<file path="src/rtl/isl_pkg.sv">
// Shared types and constants for the I2C slave engine
package isl_pkg;

  // Engine states
  typedef enum logic [2:0] {
    ST_IDLE   = 3'b000,
    ST_RX     = 3'b001,
    ST_HOLD   = 3'b010,
    ST_ACK    = 3'b011,
    ST_UPD    = 3'b100,
    ST_TXWAIT = 3'b101,
    ST_TX     = 3'b110,
    ST_TXACK  = 3'b111
  } isl_state_t;

  // Which byte of the frame is being received
  typedef enum logic [1:0] {
    PH_ADDR = 2'b00,
    PH_LO   = 2'b01,
    PH_DATA = 2'b10
  } isl_phase_t;

  // Upper five bits of a 10-bit high address byte
  localparam logic [4:0] TEN_BIT_HDR = 5'h1e;
  // Bits per byte on the wire
  localparam logic [3:0] BITS_PER_BYTE = 4'h8;
  // Reset values
  localparam logic [7:0] ADDR_RST = 8'h00;
  localparam logic [7:0] BUF_RST = 8'h00;
  localparam logic REL_RST = 1'b1;
  // Position of A9 and A8 inside the slave address register
  localparam int A9_POS = 2;
  localparam int A8_POS = 1;

endpackage : isl_pkg

</file>
<file path="src/rtl/isl_bus_if.sv">
// Sampled bus levels and bus events between sampler and engine
`timescale 1ns/1ps
`default_nettype none
interface isl_bus_if;
  logic scl;
  logic sda;
  logic scl_rise;
  logic scl_fall;
  logic start;
  logic stop;
  modport src (output scl, sda, scl_rise, scl_fall, start, stop);
  modport eng (input scl, sda, scl_rise, scl_fall, start, stop);
endinterface : isl_bus_if
`default_nettype wire

</file>
<file path="src/rtl/isl_pin_sampler.sv">
// Synchroniser and edge/condition detector for SCL and SDA
`timescale 1ns/1ps
`default_nettype none
module isl_pin_sampler
  import isl_pkg::*;
(
  // Clock, reset, enable
  input wire logic i_sys_clk,
  input wire logic i_rst,
  input wire logic i_clk_en,
  // Raw bus pins
  input wire logic i_scl,
  input wire logic i_sda,
  // Events towards the engine
  isl_bus_if.src bus
);

  ////////////////////////////////////////////////////////////////////////
  // State: {scl, sda} through two sync stages plus a history stage
  typedef struct packed {
    logic [1:0] s1;
    logic [1:0] s2;
    logic [1:0] s3;
  } isl_samp_t;

  isl_samp_t r_reg;
  isl_samp_t r_next;

  // Idle bus reads high, so reset to high to avoid false events
  always_comb
  begin
    r_next = r_reg;
    r_next.s1 = {i_scl, i_sda};
    r_next.s2 = r_reg.s1;
    r_next.s3 = r_reg.s2;
  end

  // Frozen while the enable is low
  always_ff @(posedge i_sys_clk)
  begin
    if (i_rst)
      r_reg <= '{s1: 2'h3, s2: 2'h3, s3: 2'h3};
    else if (i_clk_en)
      r_reg <= r_next;
  end

  ////////////////////////////////////////////////////////////////////////
  // Only the second stage and its history are looked at
  assign bus.scl = r_reg.s2[1];
  assign bus.sda = r_reg.s2[0];
  assign bus.scl_rise = r_reg.s2[1] & ~r_reg.s3[1];
  assign bus.scl_fall = ~r_reg.s2[1] & r_reg.s3[1];
  // SDA moves while SCL stays high
  assign bus.start = r_reg.s2[1] & r_reg.s3[1] & ~r_reg.s2[0] & r_reg.s3[0];
  assign bus.stop = r_reg.s2[1] & r_reg.s3[1] & r_reg.s2[0] & ~r_reg.s3[0];

endmodule : isl_pin_sampler
`default_nettype wire

</file>
<file path="src/rtl/isl_slave.sv">
// I2C slave engine: address match, receive, transmit, stretching
`timescale 1ns/1ps
`default_nettype none
//
// Contract
// - First byte after start compared; mismatch idles silently
// - 7-bit match ignores received LSB
// - 10-bit high byte is 11110 A9 A8 0
// - Matched write high byte sets update flag, stretches
// - Low byte always flags and stretches, even mismatched
// - Address write clears update flag, releases clock
// - 10-bit read needs prior full write match
// - Write address clears rw flag, buffers, acks
// - Nack when overflow set, or buffer full without override
// - Transfer flag set per byte, software clears
// - Stretch enable holds clock after received bytes
// - Buffer read clears buffer full flag
// - Start/stop status flags, optional flag interrupts
// - Hold modes flag and stretch after eighth fall
// - Hold modes send software chosen ack value
// - Hold modes flag after ninth fall only on ack or after a low address byte
// - Read address sets rw flag, buffers, acks
// - After read ack stretch until release; buffer write loads transmitter
// - Transmit MSB first, bits change on falling edge
// - Master ack latched on ninth rise; nack ends
// - Transmit flag set on ninth falling edge
// - Driven high read low sets collision, idles
// - Without hold modes hardware acks automatically
// - Ack time flag after eighth fall in hold modes
module isl_slave
  import isl_pkg::*;
(
  // Clock, reset, enable
  input wire logic i_sys_clk,
  input wire logic i_rst,
  input wire logic i_clk_en,
  // Bus pins, open drain
  input wire logic i_scl,
  output logic o_scl_out,
  output logic o_scl_oe,
  input wire logic i_sda,
  output logic o_sda_out,
  output logic o_sda_oe,
  // Configuration
  input wire logic i_ten_bit_mode,
  input wire logic i_stretch_enable,
  input wire logic i_address_hold_enable,
  input wire logic i_data_hold_enable,
  input wire logic i_buffer_override_enable,
  input wire logic i_slave_collision_detect_enable,
  input wire logic i_start_irq_enable,
  input wire logic i_stop_irq_enable,
  input wire logic i_ack_value_select,
  // Software strobes
  input wire logic i_addr_wr,
  input wire logic [7:0] i_addr_wdata,
  input wire logic i_buf_wr,
  input wire logic [7:0] i_buf_wdata,
  input wire logic i_buf_rd,
  input wire logic i_clock_release_set,
  input wire logic i_irq_clear,
  input wire logic i_collision_clear,
  input wire logic i_overflow_clear,
  // Status
  output logic [7:0] o_slave_address_reg,
  output logic [7:0] o_data_buffer,
  output logic o_transfer_irq_flag,
  output logic o_collision_irq_flag,
  output logic o_buffer_full_flag,
  output logic o_receive_overflow_flag,
  output logic o_addr_update_flag,
  output logic o_clock_release_bit,
  output logic o_ack_time_flag,
  output logic o_master_ack_result,
  output logic o_rw_flag,
  output logic o_data_not_addr_flag,
  output logic o_start_flag,
  output logic o_stop_flag
);

  ////////////////////////////////////////////////////////////////////////
  // Whole engine state
  typedef struct packed {
    isl_state_t st;     // Engine state
    isl_phase_t ph;     // Byte kind being received
    logic [3:0] cnt;    // Rising edges seen in this byte
    logic [7:0] sr;     // Receive shift register
    logic [7:0] tx;     // Transmit shift register
    logic [7:0] addr;   // Slave address register
    logic [7:0] dbuf;   // Data buffer
    logic irq;          // Transfer interrupt flag
    logic bcl;          // Collision interrupt flag
    logic full;         // Buffer full
    logic ov;           // Receive overflow
    logic upd;          // Address update needed
    logic rel;          // Clock release bit
    logic atim;         // Ack time flag
    logic mack;         // Master ack result
    logic rw;           // Read/write of last address
    logic da;           // Last byte was data
    logic sflag;        // Start seen
    logic pflag;        // Stop seen
    logic m10;          // Full 10-bit write match seen
    logic lo_ok;        // Low address byte matched
    logic ack;          // Ack to send in slot nine
    logic scl_oe;       // Holding SCL low
    logic sda_oe;       // Pulling SDA low
  } isl_core_t;

  isl_core_t r_reg;
  isl_core_t r_next;

  // Sampled bus events
  isl_bus_if bus ();

  ////////////////////////////////////////////////////////////////////////
  // Address decode helpers
  function automatic logic match7(input logic [7:0] rx,
                                  input logic [7:0] adr);
    match7 = (rx[7:1] == adr[7:1]);
  endfunction : match7

  function automatic logic match10hi(input logic [7:0] rx,
                                     input logic [7:0] adr);
    match10hi = (rx[7:1] == {TEN_BIT_HDR, adr[A9_POS], adr[A8_POS]});
  endfunction : match10hi

  ////////////////////////////////////////////////////////////////////////
  // Pin synchroniser and condition detector
  isl_pin_sampler u_samp (
    .i_sys_clk (i_sys_clk),
    .i_rst     (i_rst),
    .i_clk_en  (i_clk_en),
    .i_scl     (i_scl),
    .i_sda     (i_sda),
    .bus       (bus)
  );

  ////////////////////////////////////////////////////////////////////////
  // Next-state logic
  logic hit;
  logic over;
  logic hold;
  logic hold_mode;
  logic stretch;

  // Whole next-state decision in one process, so every read is sensed
  always_comb
  begin
    r_next = r_reg;
    hit = 1'b0;
    over = r_reg.ov | (r_reg.full & ~i_buffer_override_enable);
    hold = 1'b0;
    hold_mode = i_address_hold_enable | i_data_hold_enable;
    stretch = 1'b0;
    // Software clears first so a same-cycle hardware set wins
    if (i_irq_clear)
      r_next.irq = 1'b0;
    if (i_collision_clear)
      r_next.bcl = 1'b0;
    if (i_overflow_clear)
      r_next.ov = 1'b0;
    if (i_buf_rd)
      r_next.full = 1'b0;
    if (i_clock_release_set)
      r_next.rel = 1'b1;
    // Address write also ends an update stretch
    if (i_addr_wr)
    begin
      r_next.addr = i_addr_wdata;
      r_next.upd = 1'b0;
    end
    // Buffer write also feeds the transmitter while it waits
    if (i_buf_wr)
    begin
      r_next.dbuf = i_buf_wdata;
      r_next.full = 1'b1;
      if (r_reg.st == ST_TXWAIT)
        r_next.tx = i_buf_wdata;
    end

    unique case (r_reg.st)
      ST_IDLE:
      begin
        r_next.ack = 1'b0;
      end
      // Shift in a byte, judge it after the eighth fall
      ST_RX:
      begin
        if (bus.scl_rise)
        begin
          r_next.sr = {r_reg.sr[6:0], bus.sda};
          r_next.cnt = r_reg.cnt + 4'h1;
        end
        if (bus.scl_fall && r_reg.cnt == BITS_PER_BYTE)
        begin
          r_next.cnt = 4'h0;
          unique case (r_reg.ph)
            PH_ADDR:
            begin
              if (i_ten_bit_mode)
              begin
                // Read only after a complete write match
                hit = match10hi(r_reg.sr, r_reg.addr) &
                      (~r_reg.sr[0] | r_reg.m10);
                if (~match10hi(r_reg.sr, r_reg.addr) | ~r_reg.sr[0])
                  r_next.m10 = 1'b0;
              end
              else
                hit = match7(r_reg.sr, r_reg.addr);
            end
            PH_LO:
            begin
              hit = (r_reg.sr == r_reg.addr);
              r_next.lo_ok = hit;
            end
            default:
            begin
              hit = 1'b1;
            end
          endcase
          if (hit || r_reg.ph == PH_LO)
          begin
            // Overrun keeps old data and marks overflow
            if (hit && r_reg.full && !i_buffer_override_enable)
              r_next.ov = 1'b1;
            if (hit && !over)
            begin
              r_next.dbuf = r_reg.sr;
              r_next.full = 1'b1;
            end
            if (r_reg.ph == PH_ADDR)
            begin
              r_next.rw = r_reg.sr[0];
              r_next.da = 1'b0;
            end
            else if (r_reg.ph == PH_DATA)
              r_next.da = 1'b1;
            r_next.ack = hit & ~over;
            hold = hit & ((r_reg.ph == PH_DATA) ?
                   i_data_hold_enable : i_address_hold_enable);
            if (hold_mode)
              r_next.atim = 1'b1;
            if (hold)
            begin
              r_next.irq = 1'b1;
              r_next.rel = 1'b0;
              r_next.st = ST_HOLD;
            end
            else
              r_next.st = ST_ACK;
          end
          else
            r_next.st = ST_IDLE;
        end
      end
      // Software inspects the byte, picks the ack value
      ST_HOLD:
      begin
        if (r_next.rel)
        begin
          r_next.ack = ~i_ack_value_select;
          r_next.st = ST_ACK;
        end
      end
      // Ack slot, then decide how the frame goes on
      ST_ACK:
      begin
        if (bus.scl_fall)
        begin
          r_next.atim = 1'b0;
          if (!hold_mode || r_reg.ack || r_reg.ph == PH_LO)
            r_next.irq = 1'b1;
          if (r_reg.ph == PH_LO)
          begin
            r_next.upd = 1'b1;
            r_next.st = ST_UPD;
          end
          else if (!r_reg.ack)
            r_next.st = ST_IDLE;
          else if (r_reg.ph == PH_ADDR && i_ten_bit_mode && !r_reg.rw)
          begin
            r_next.upd = 1'b1;
            r_next.st = ST_UPD;
          end
          else if (r_reg.ph == PH_ADDR && r_reg.rw)
          begin
            r_next.rel = 1'b0;
            r_next.st = ST_TXWAIT;
          end
          else
          begin
            r_next.st = ST_RX;
            r_next.ph = PH_DATA;
            if (i_stretch_enable)
              r_next.rel = 1'b0;
          end
        end
      end
      // Stretch until software rewrites the address
      ST_UPD:
      begin
        if (i_addr_wr)
        begin
          r_next.cnt = 4'h0;
          if (r_reg.ph == PH_ADDR)
          begin
            r_next.st = ST_RX;
            r_next.ph = PH_LO;
          end
          else if (r_reg.lo_ok)
          begin
            r_next.st = ST_RX;
            r_next.ph = PH_DATA;
            r_next.m10 = 1'b1;
          end
          else
            r_next.st = ST_IDLE;
        end
      end
      // Wait for the clock release; a buffer write meanwhile loads the transmitter
      ST_TXWAIT:
      begin
        if (r_next.rel)
        begin
          r_next.st = ST_TX;
          r_next.cnt = 4'h0;
        end
      end
      // Shift out; check the line while driving high
      ST_TX:
      begin
        if (bus.scl_rise)
        begin
          r_next.cnt = r_reg.cnt + 4'h1;
          if (r_reg.tx[7] && !bus.sda && i_slave_collision_detect_enable)
          begin
            r_next.bcl = 1'b1;
            r_next.st = ST_IDLE;
          end
        end
        if (bus.scl_fall)
        begin
          if (r_reg.cnt == BITS_PER_BYTE)
          begin
            r_next.st = ST_TXACK;
            r_next.full = 1'b0;
          end
          else
            r_next.tx = {r_reg.tx[6:0], 1'b0};
        end
      end
      // Master ack slot
      ST_TXACK:
      begin
        if (bus.scl_rise)
          r_next.mack = bus.sda;
        if (bus.scl_fall)
        begin
          r_next.irq = 1'b1;
          if (r_reg.mack)
            r_next.st = ST_IDLE;
          else
          begin
            r_next.rel = 1'b0;
            r_next.st = ST_TXWAIT;
          end
        end
      end
    endcase

    // Start or restart resets the byte engine
    if (bus.start)
    begin
      r_next.st = ST_RX;
      r_next.ph = PH_ADDR;
      r_next.cnt = 4'h0;
      r_next.rel = 1'b1;
      r_next.atim = 1'b0;
      r_next.sflag = 1'b1;
      r_next.pflag = 1'b0;
      if (i_start_irq_enable)
        r_next.irq = 1'b1;
    end
    // Stop ends the session and the prior match
    if (bus.stop)
    begin
      r_next.st = ST_IDLE;
      r_next.rel = 1'b1;
      r_next.m10 = 1'b0;
      r_next.atim = 1'b0;
      r_next.pflag = 1'b1;
      r_next.sflag = 1'b0;
      if (i_stop_irq_enable)
        r_next.irq = 1'b1;
    end

    // Hold SCL only once it is already low, so no high time is cut
    stretch = (r_next.st == ST_UPD) |
              (~r_next.rel & r_next.st != ST_IDLE);
    r_next.scl_oe = stretch & (r_reg.scl_oe | ~bus.scl);
    // Data line drive
    if (r_next.st == ST_ACK)
      r_next.sda_oe = r_next.ack;
    else if (r_next.st == ST_TX)
      r_next.sda_oe = ~r_next.tx[7];
    else
      r_next.sda_oe = 1'b0;
  end

  ////////////////////////////////////////////////////////////////////////
  // State register, frozen while the enable is low
  always_ff @(posedge i_sys_clk)
  begin
    if (i_rst)
    begin
      r_reg <= '0;
      r_reg.st <= ST_IDLE;
      r_reg.ph <= PH_ADDR;
      r_reg.addr <= ADDR_RST;
      r_reg.dbuf <= BUF_RST;
      r_reg.rel <= REL_RST;
    end
    else if (i_clk_en)
      r_reg <= r_next;
  end

  ////////////////////////////////////////////////////////////////////////
  // Outputs from the state register; pin out levels tied low
  assign o_scl_out = 1'b0;
  assign o_sda_out = 1'b0;
  assign o_scl_oe = r_reg.scl_oe;
  assign o_sda_oe = r_reg.sda_oe;
  assign o_slave_address_reg = r_reg.addr;
  assign o_data_buffer = r_reg.dbuf;
  assign o_transfer_irq_flag = r_reg.irq;
  assign o_collision_irq_flag = r_reg.bcl;
  assign o_buffer_full_flag = r_reg.full;
  assign o_receive_overflow_flag = r_reg.ov;
  assign o_addr_update_flag = r_reg.upd;
  assign o_clock_release_bit = r_reg.rel;
  assign o_ack_time_flag = r_reg.atim;
  assign o_master_ack_result = r_reg.mack;
  assign o_rw_flag = r_reg.rw;
  assign o_data_not_addr_flag = r_reg.da;
  assign o_start_flag = r_reg.sflag;
  assign o_stop_flag = r_reg.pflag;

endmodule : isl_slave
`default_nettype wire

</file>
<file path="config.mk">
export PLATFORM = sky130hd
export DESIGN_NAME = isl_slave
export DESIGN_NICKNAME = d
export VERILOG_FILES = /design/src/rtl/isl_pkg.sv /design/src/rtl/isl_bus_if.sv /design/src/rtl/isl_pin_sampler.sv /design/src/rtl/isl_slave.sv
export SDC_FILE = /design/constraint.sdc
export NUM_CORES = 1
export LEC_CHECK = 0
export BUFFER_PORTS_ARGS = -buffer_cell sky130_fd_sc_hd__buf_4
export CAP_MARGIN = 20
export CORE_MARGIN = 2
export CORE_UTILIZATION = 58
export CTS_BUF_LIST = sky130_fd_sc_hd__clkbuf_4
export DETAILED_ROUTE_END_ITERATION = 6
export PLACE_DENSITY = 0.83
export SYNTH_ARGS = -nofsm -noshare
export SYNTH_HDL_FRONTEND = slang
export SYNTH_SLANG_ARGS = --single-unit
export TNS_END_PERCENT = 5
</file>
<file path="constraint.sdc">
create_clock -name i_sys_clk -period 2.4 [get_ports i_sys_clk]
set_input_delay 0.48 -clock i_sys_clk [delete_from_list [all_inputs] [get_ports i_sys_clk]]
set_output_delay 0.48 -clock i_sys_clk [all_outputs]
set_load 0.02 [all_outputs]
</file>
==> metrics.md <==
| Metric | Value |
|---|---|
| I/O Buffers | `66` |
| LEAKAGE | `0.00182 uW` |
| Detail Route Antenna Nets | `0` |
| Met3 routed WL | `811 microns` |
| CTS max path bufs | `2` |
| Syn Inst Count | `approximately 470` |
| Hpwl dp | `7.49 mm` |
| Final setup skew | `13.4 ps` |
| Die Height | `83.4 microns` |
| Total negative slack | `0 ps` |
| Top FF cell, synth | `dfxtp_1` |
| Worst slew pin tran | `596 ps` |
| Gr ovfl total | `0` |
| Status | `finished clean` |
| DRC Markers | `0` |
| Pin count of the biggest net entering global routing | `57` |
| Kind of end point of the critical path | `flop` |
| Antenna cells | `0` |
| Site Rows | `28` |
| Initial Utilization | `0.610` |
| Fin crit period | `2250 ps` |
| Relative slew margins | `0.602` |
| RR Startpoint | `r_reg[49]` |
| Syn-to-layout area delta | `21.6%` |
| Gr usage total | `0.302` |
| Post-synth EDFFs | `0` |
| Filler Cells Inserted | `about 480` |
| Synth unique cells | `65` |
| Root Buffer | `clkbuf_4` |
| Setup violations, final | `0` |
| Vias in the first global route | `3585` |
| Hold endpoint | `u_samp.r_next[2]` |
| Average wire per standard cell | `about 17 microns` |
| Worst Hold Path Cells | `3` |
| WL met1 | `4.70 mm` |
| Clock latency on the worst-skew pair | `430 ps` |
| RePlAce Congestion | `0.882` |
| Share of synthesized registers carrying an async set or reset | `0` |
| Critical Path RT | `2750 ps` |
| TritonRoute pass-1 iters | `5` |
| H-Tree Depth | `3` |
| DR iter-0 viols | `260` |
| Clock sink count | `between 60 and 70` |
| Final #Nets | `581` |
| Initial antenna violation count | `0` |
| Critical path arrival | `2600 ps` |
| Worst Setup SP | `r_reg[49]` |
| Share of layout cells above drive strength 1 | `0.252` |
| Max-slew violations | `0` |
| Synth Cell Area | `0.00365 sq mm` |
| Reg-to-Reg End | `o_sda_oe` |
| Highest metal used | `met4` |
| Reg2Reg Depth | `10` |
| Tcrit/Tclk final | `0.937` |
| Fmax | `444 MHz` |
| First-pass GRT wire length | `17.2 mm` |
| #FFs+latches synth | `64` |
| Worst min-delay path startpoint | `i_sda` |
| Routed WL | `10.4 mm` |
| # IOs | `69` |
| Max-cap violations | `0` |
| Routed met2 length | `roughly 4.7 mm` |
| Largest register FFs | `28` |
| Reg-to-reg setup timing slack | `150 ps` |
| Total CTS buffers | `9` |
| Final Hold Vio Count | `0` |
| Cts hold-fix bufs | `0` |
| Syn avg cell area | `7.74 sq um` |
| Ys Warns | `0` |
| Min-delay worst type | `input pin to flop` |
| Vias per inst | `between 6 and 7` |
| Worst-path fanout max | `4` |
| DR vias | `3796` |
| Maximum VDD drop | `about 370 uV` |
| Core footprint | `0.00599 sq mm` |
| Sequential share of the synthesized area | `0.351` |
| Worst Setup Path Type | `flop to flop` |
| RSZ-0062 raised after global routing | `false` |
| Die area | `0.00695 sq mm` |
| Die X | `83.4 microns` |
| Hold_ws | `around 260 ps` |
| Worst-path clk slew | `approximately 120 ps` |
| Nature of the critical path startpoint | `flop` |
| TritonCTS clock tree | `done` |
| Power Dens Cells | `457 mW/mm^2` |
cell families after synthesis:
| logic type | Yosys count | synth area share |
|---|---|---|
| buffers and inverters | 63 | 0.0873 |
| adder cells (fa/ha/maj) | 2 | 0.00685 |
| XOR/XNOR | 8 | 0.0192 |
| AND/OR/NAND/NOR | 183 | 0.246 |
| other | 1 | 0.00103 |
| multiplexers | 20 | 0.0551 |
| AO/OA/AOI/OAI | 131 | 0.234 |
| flip-flops | 64 | 0.351 |
worst max-delay path: stages, from the launching register on:
cell and delay (ps):
dfxtp_1 380, inv_1 70, ha_1 210, and3b_1 180
nand2_1 130, nor2_1 60, o311ai_1 270, buf_4 160
a41oi_2 160, or3b_2 480, o211ai_1 100
worst max-delay path by stage:
stage / to / slack, ps
2_1_floorplan: o_sda_oe / 250
3_3_place_gp: o_sda_oe / 100
3_5_place_dp: o_data_buffer[2] / 40
4_1_cts: o_data_buffer[2] / 40
5_1_grt: r_reg[35] / 10
6_report: o_sda_oe / 150
power by group:
| group | total, uW | switching [uW] | internal (uW) |
|---|---|---|---|
| Sequential | 1100 | 19.7 | 1080 |
| Combinational | 283 | 161 | 122 |
| Clock | 645 | 435 | 209 |
| Total | 2030 | 616 | 1420 |
metal layers:
metal  GRT usage  vias to the layer above
met4      0.0924                        0
met2       0.472                      184
met5           0                        -
met3      0.0616                       18
li1            -                     1805
met1       0.420                     1789
Yosys cell counts (3+ instances only):
cell,count,area share
o21ai_1,8,0.011
xnor2_1,6,0.014
nand2_1,43,0.044
nand4b_1,3,0.0072
mux2i_1,19,0.052
nand4_1,5,0.0086
nand3_1,13,0.018
buf_1,4,0.0041
a31oi_1,7,0.012
a21oi_1,38,0.052
clkbuf_1,20,0.021
and2_1,3,0.0051
nor3b_1,3,0.0062
inv_1,15,0.015
and4b_1,3,0.0082
a22oi_1,3,0.0062
nor3_1,6,0.0082
nor2b_1,7,0.012
nor2_1,67,0.069
o211ai_1,3,0.0062
nand3b_1,11,0.023
o31ai_1,5,0.010
a221oi_1,3,0.0072
buf_2,3,0.0041
nand2b_1,4,0.0068
a211oi_1,15,0.031
o22ai_1,7,0.012
and3_1,4,0.0068
dfxtp_1,64,0.35
buf_4,19,0.039
o21ai_0,20,0.027
repair_timing:
action,4_1_cts,5_1_grt
setup endpoints to repair,1,11
buffers inserted,2,1
resized for setup,0,13
pin swaps,1,2
layout make-up:
type                    instances  area [sq um]  area share
multi-input cells             346          2080       0.469
repair buffers                105           801       0.180
clock inverters                 7          48.8      0.0110
well taps                      75          93.8      0.0211
flip-flops and latches         64          1290       0.290
inverters                      16          60.1      0.0135
clock buffers                   9          67.6      0.0152
layout by cell type (no fill, tap or decap), drive strengths merged, types with 4 or more instances in the layout:
cell type / instances
and3: 4
clkinv: 5
nand4: 5
a211oi: 15
o21ai: 28
inv: 15
dfxtp: 64
clkbuf: 9
xnor2: 6
nor2: 67
nand2: 43
nand3: 14
a21oi: 39
a31oi: 7
nand2b: 4
nand3b: 11
nor2b: 7
o22ai: 7
mux2i: 19
o31ai: 5
buf: 105
nor3: 6
per-stage QoR:
step / std cells / power [uW] / setup slack [ps] / util / cell area (sq um)
after floorplan: 473 / 1300 / 247 / - / 3660
after global placement: 603 / 1390 / 101 / 0.713 / 4270
after detailed placement: 603 / 1400 / 43.6 / 0.713 / 4270
after CTS: 621 / 2030 / 43.2 / 0.735 / 4400
after global routing: 622 / 2110 / 12.8 / 0.741 / 4440
final: 622 / 2030 / 150 / 0.741 / 4440
(Power assumes the default switching activity.)
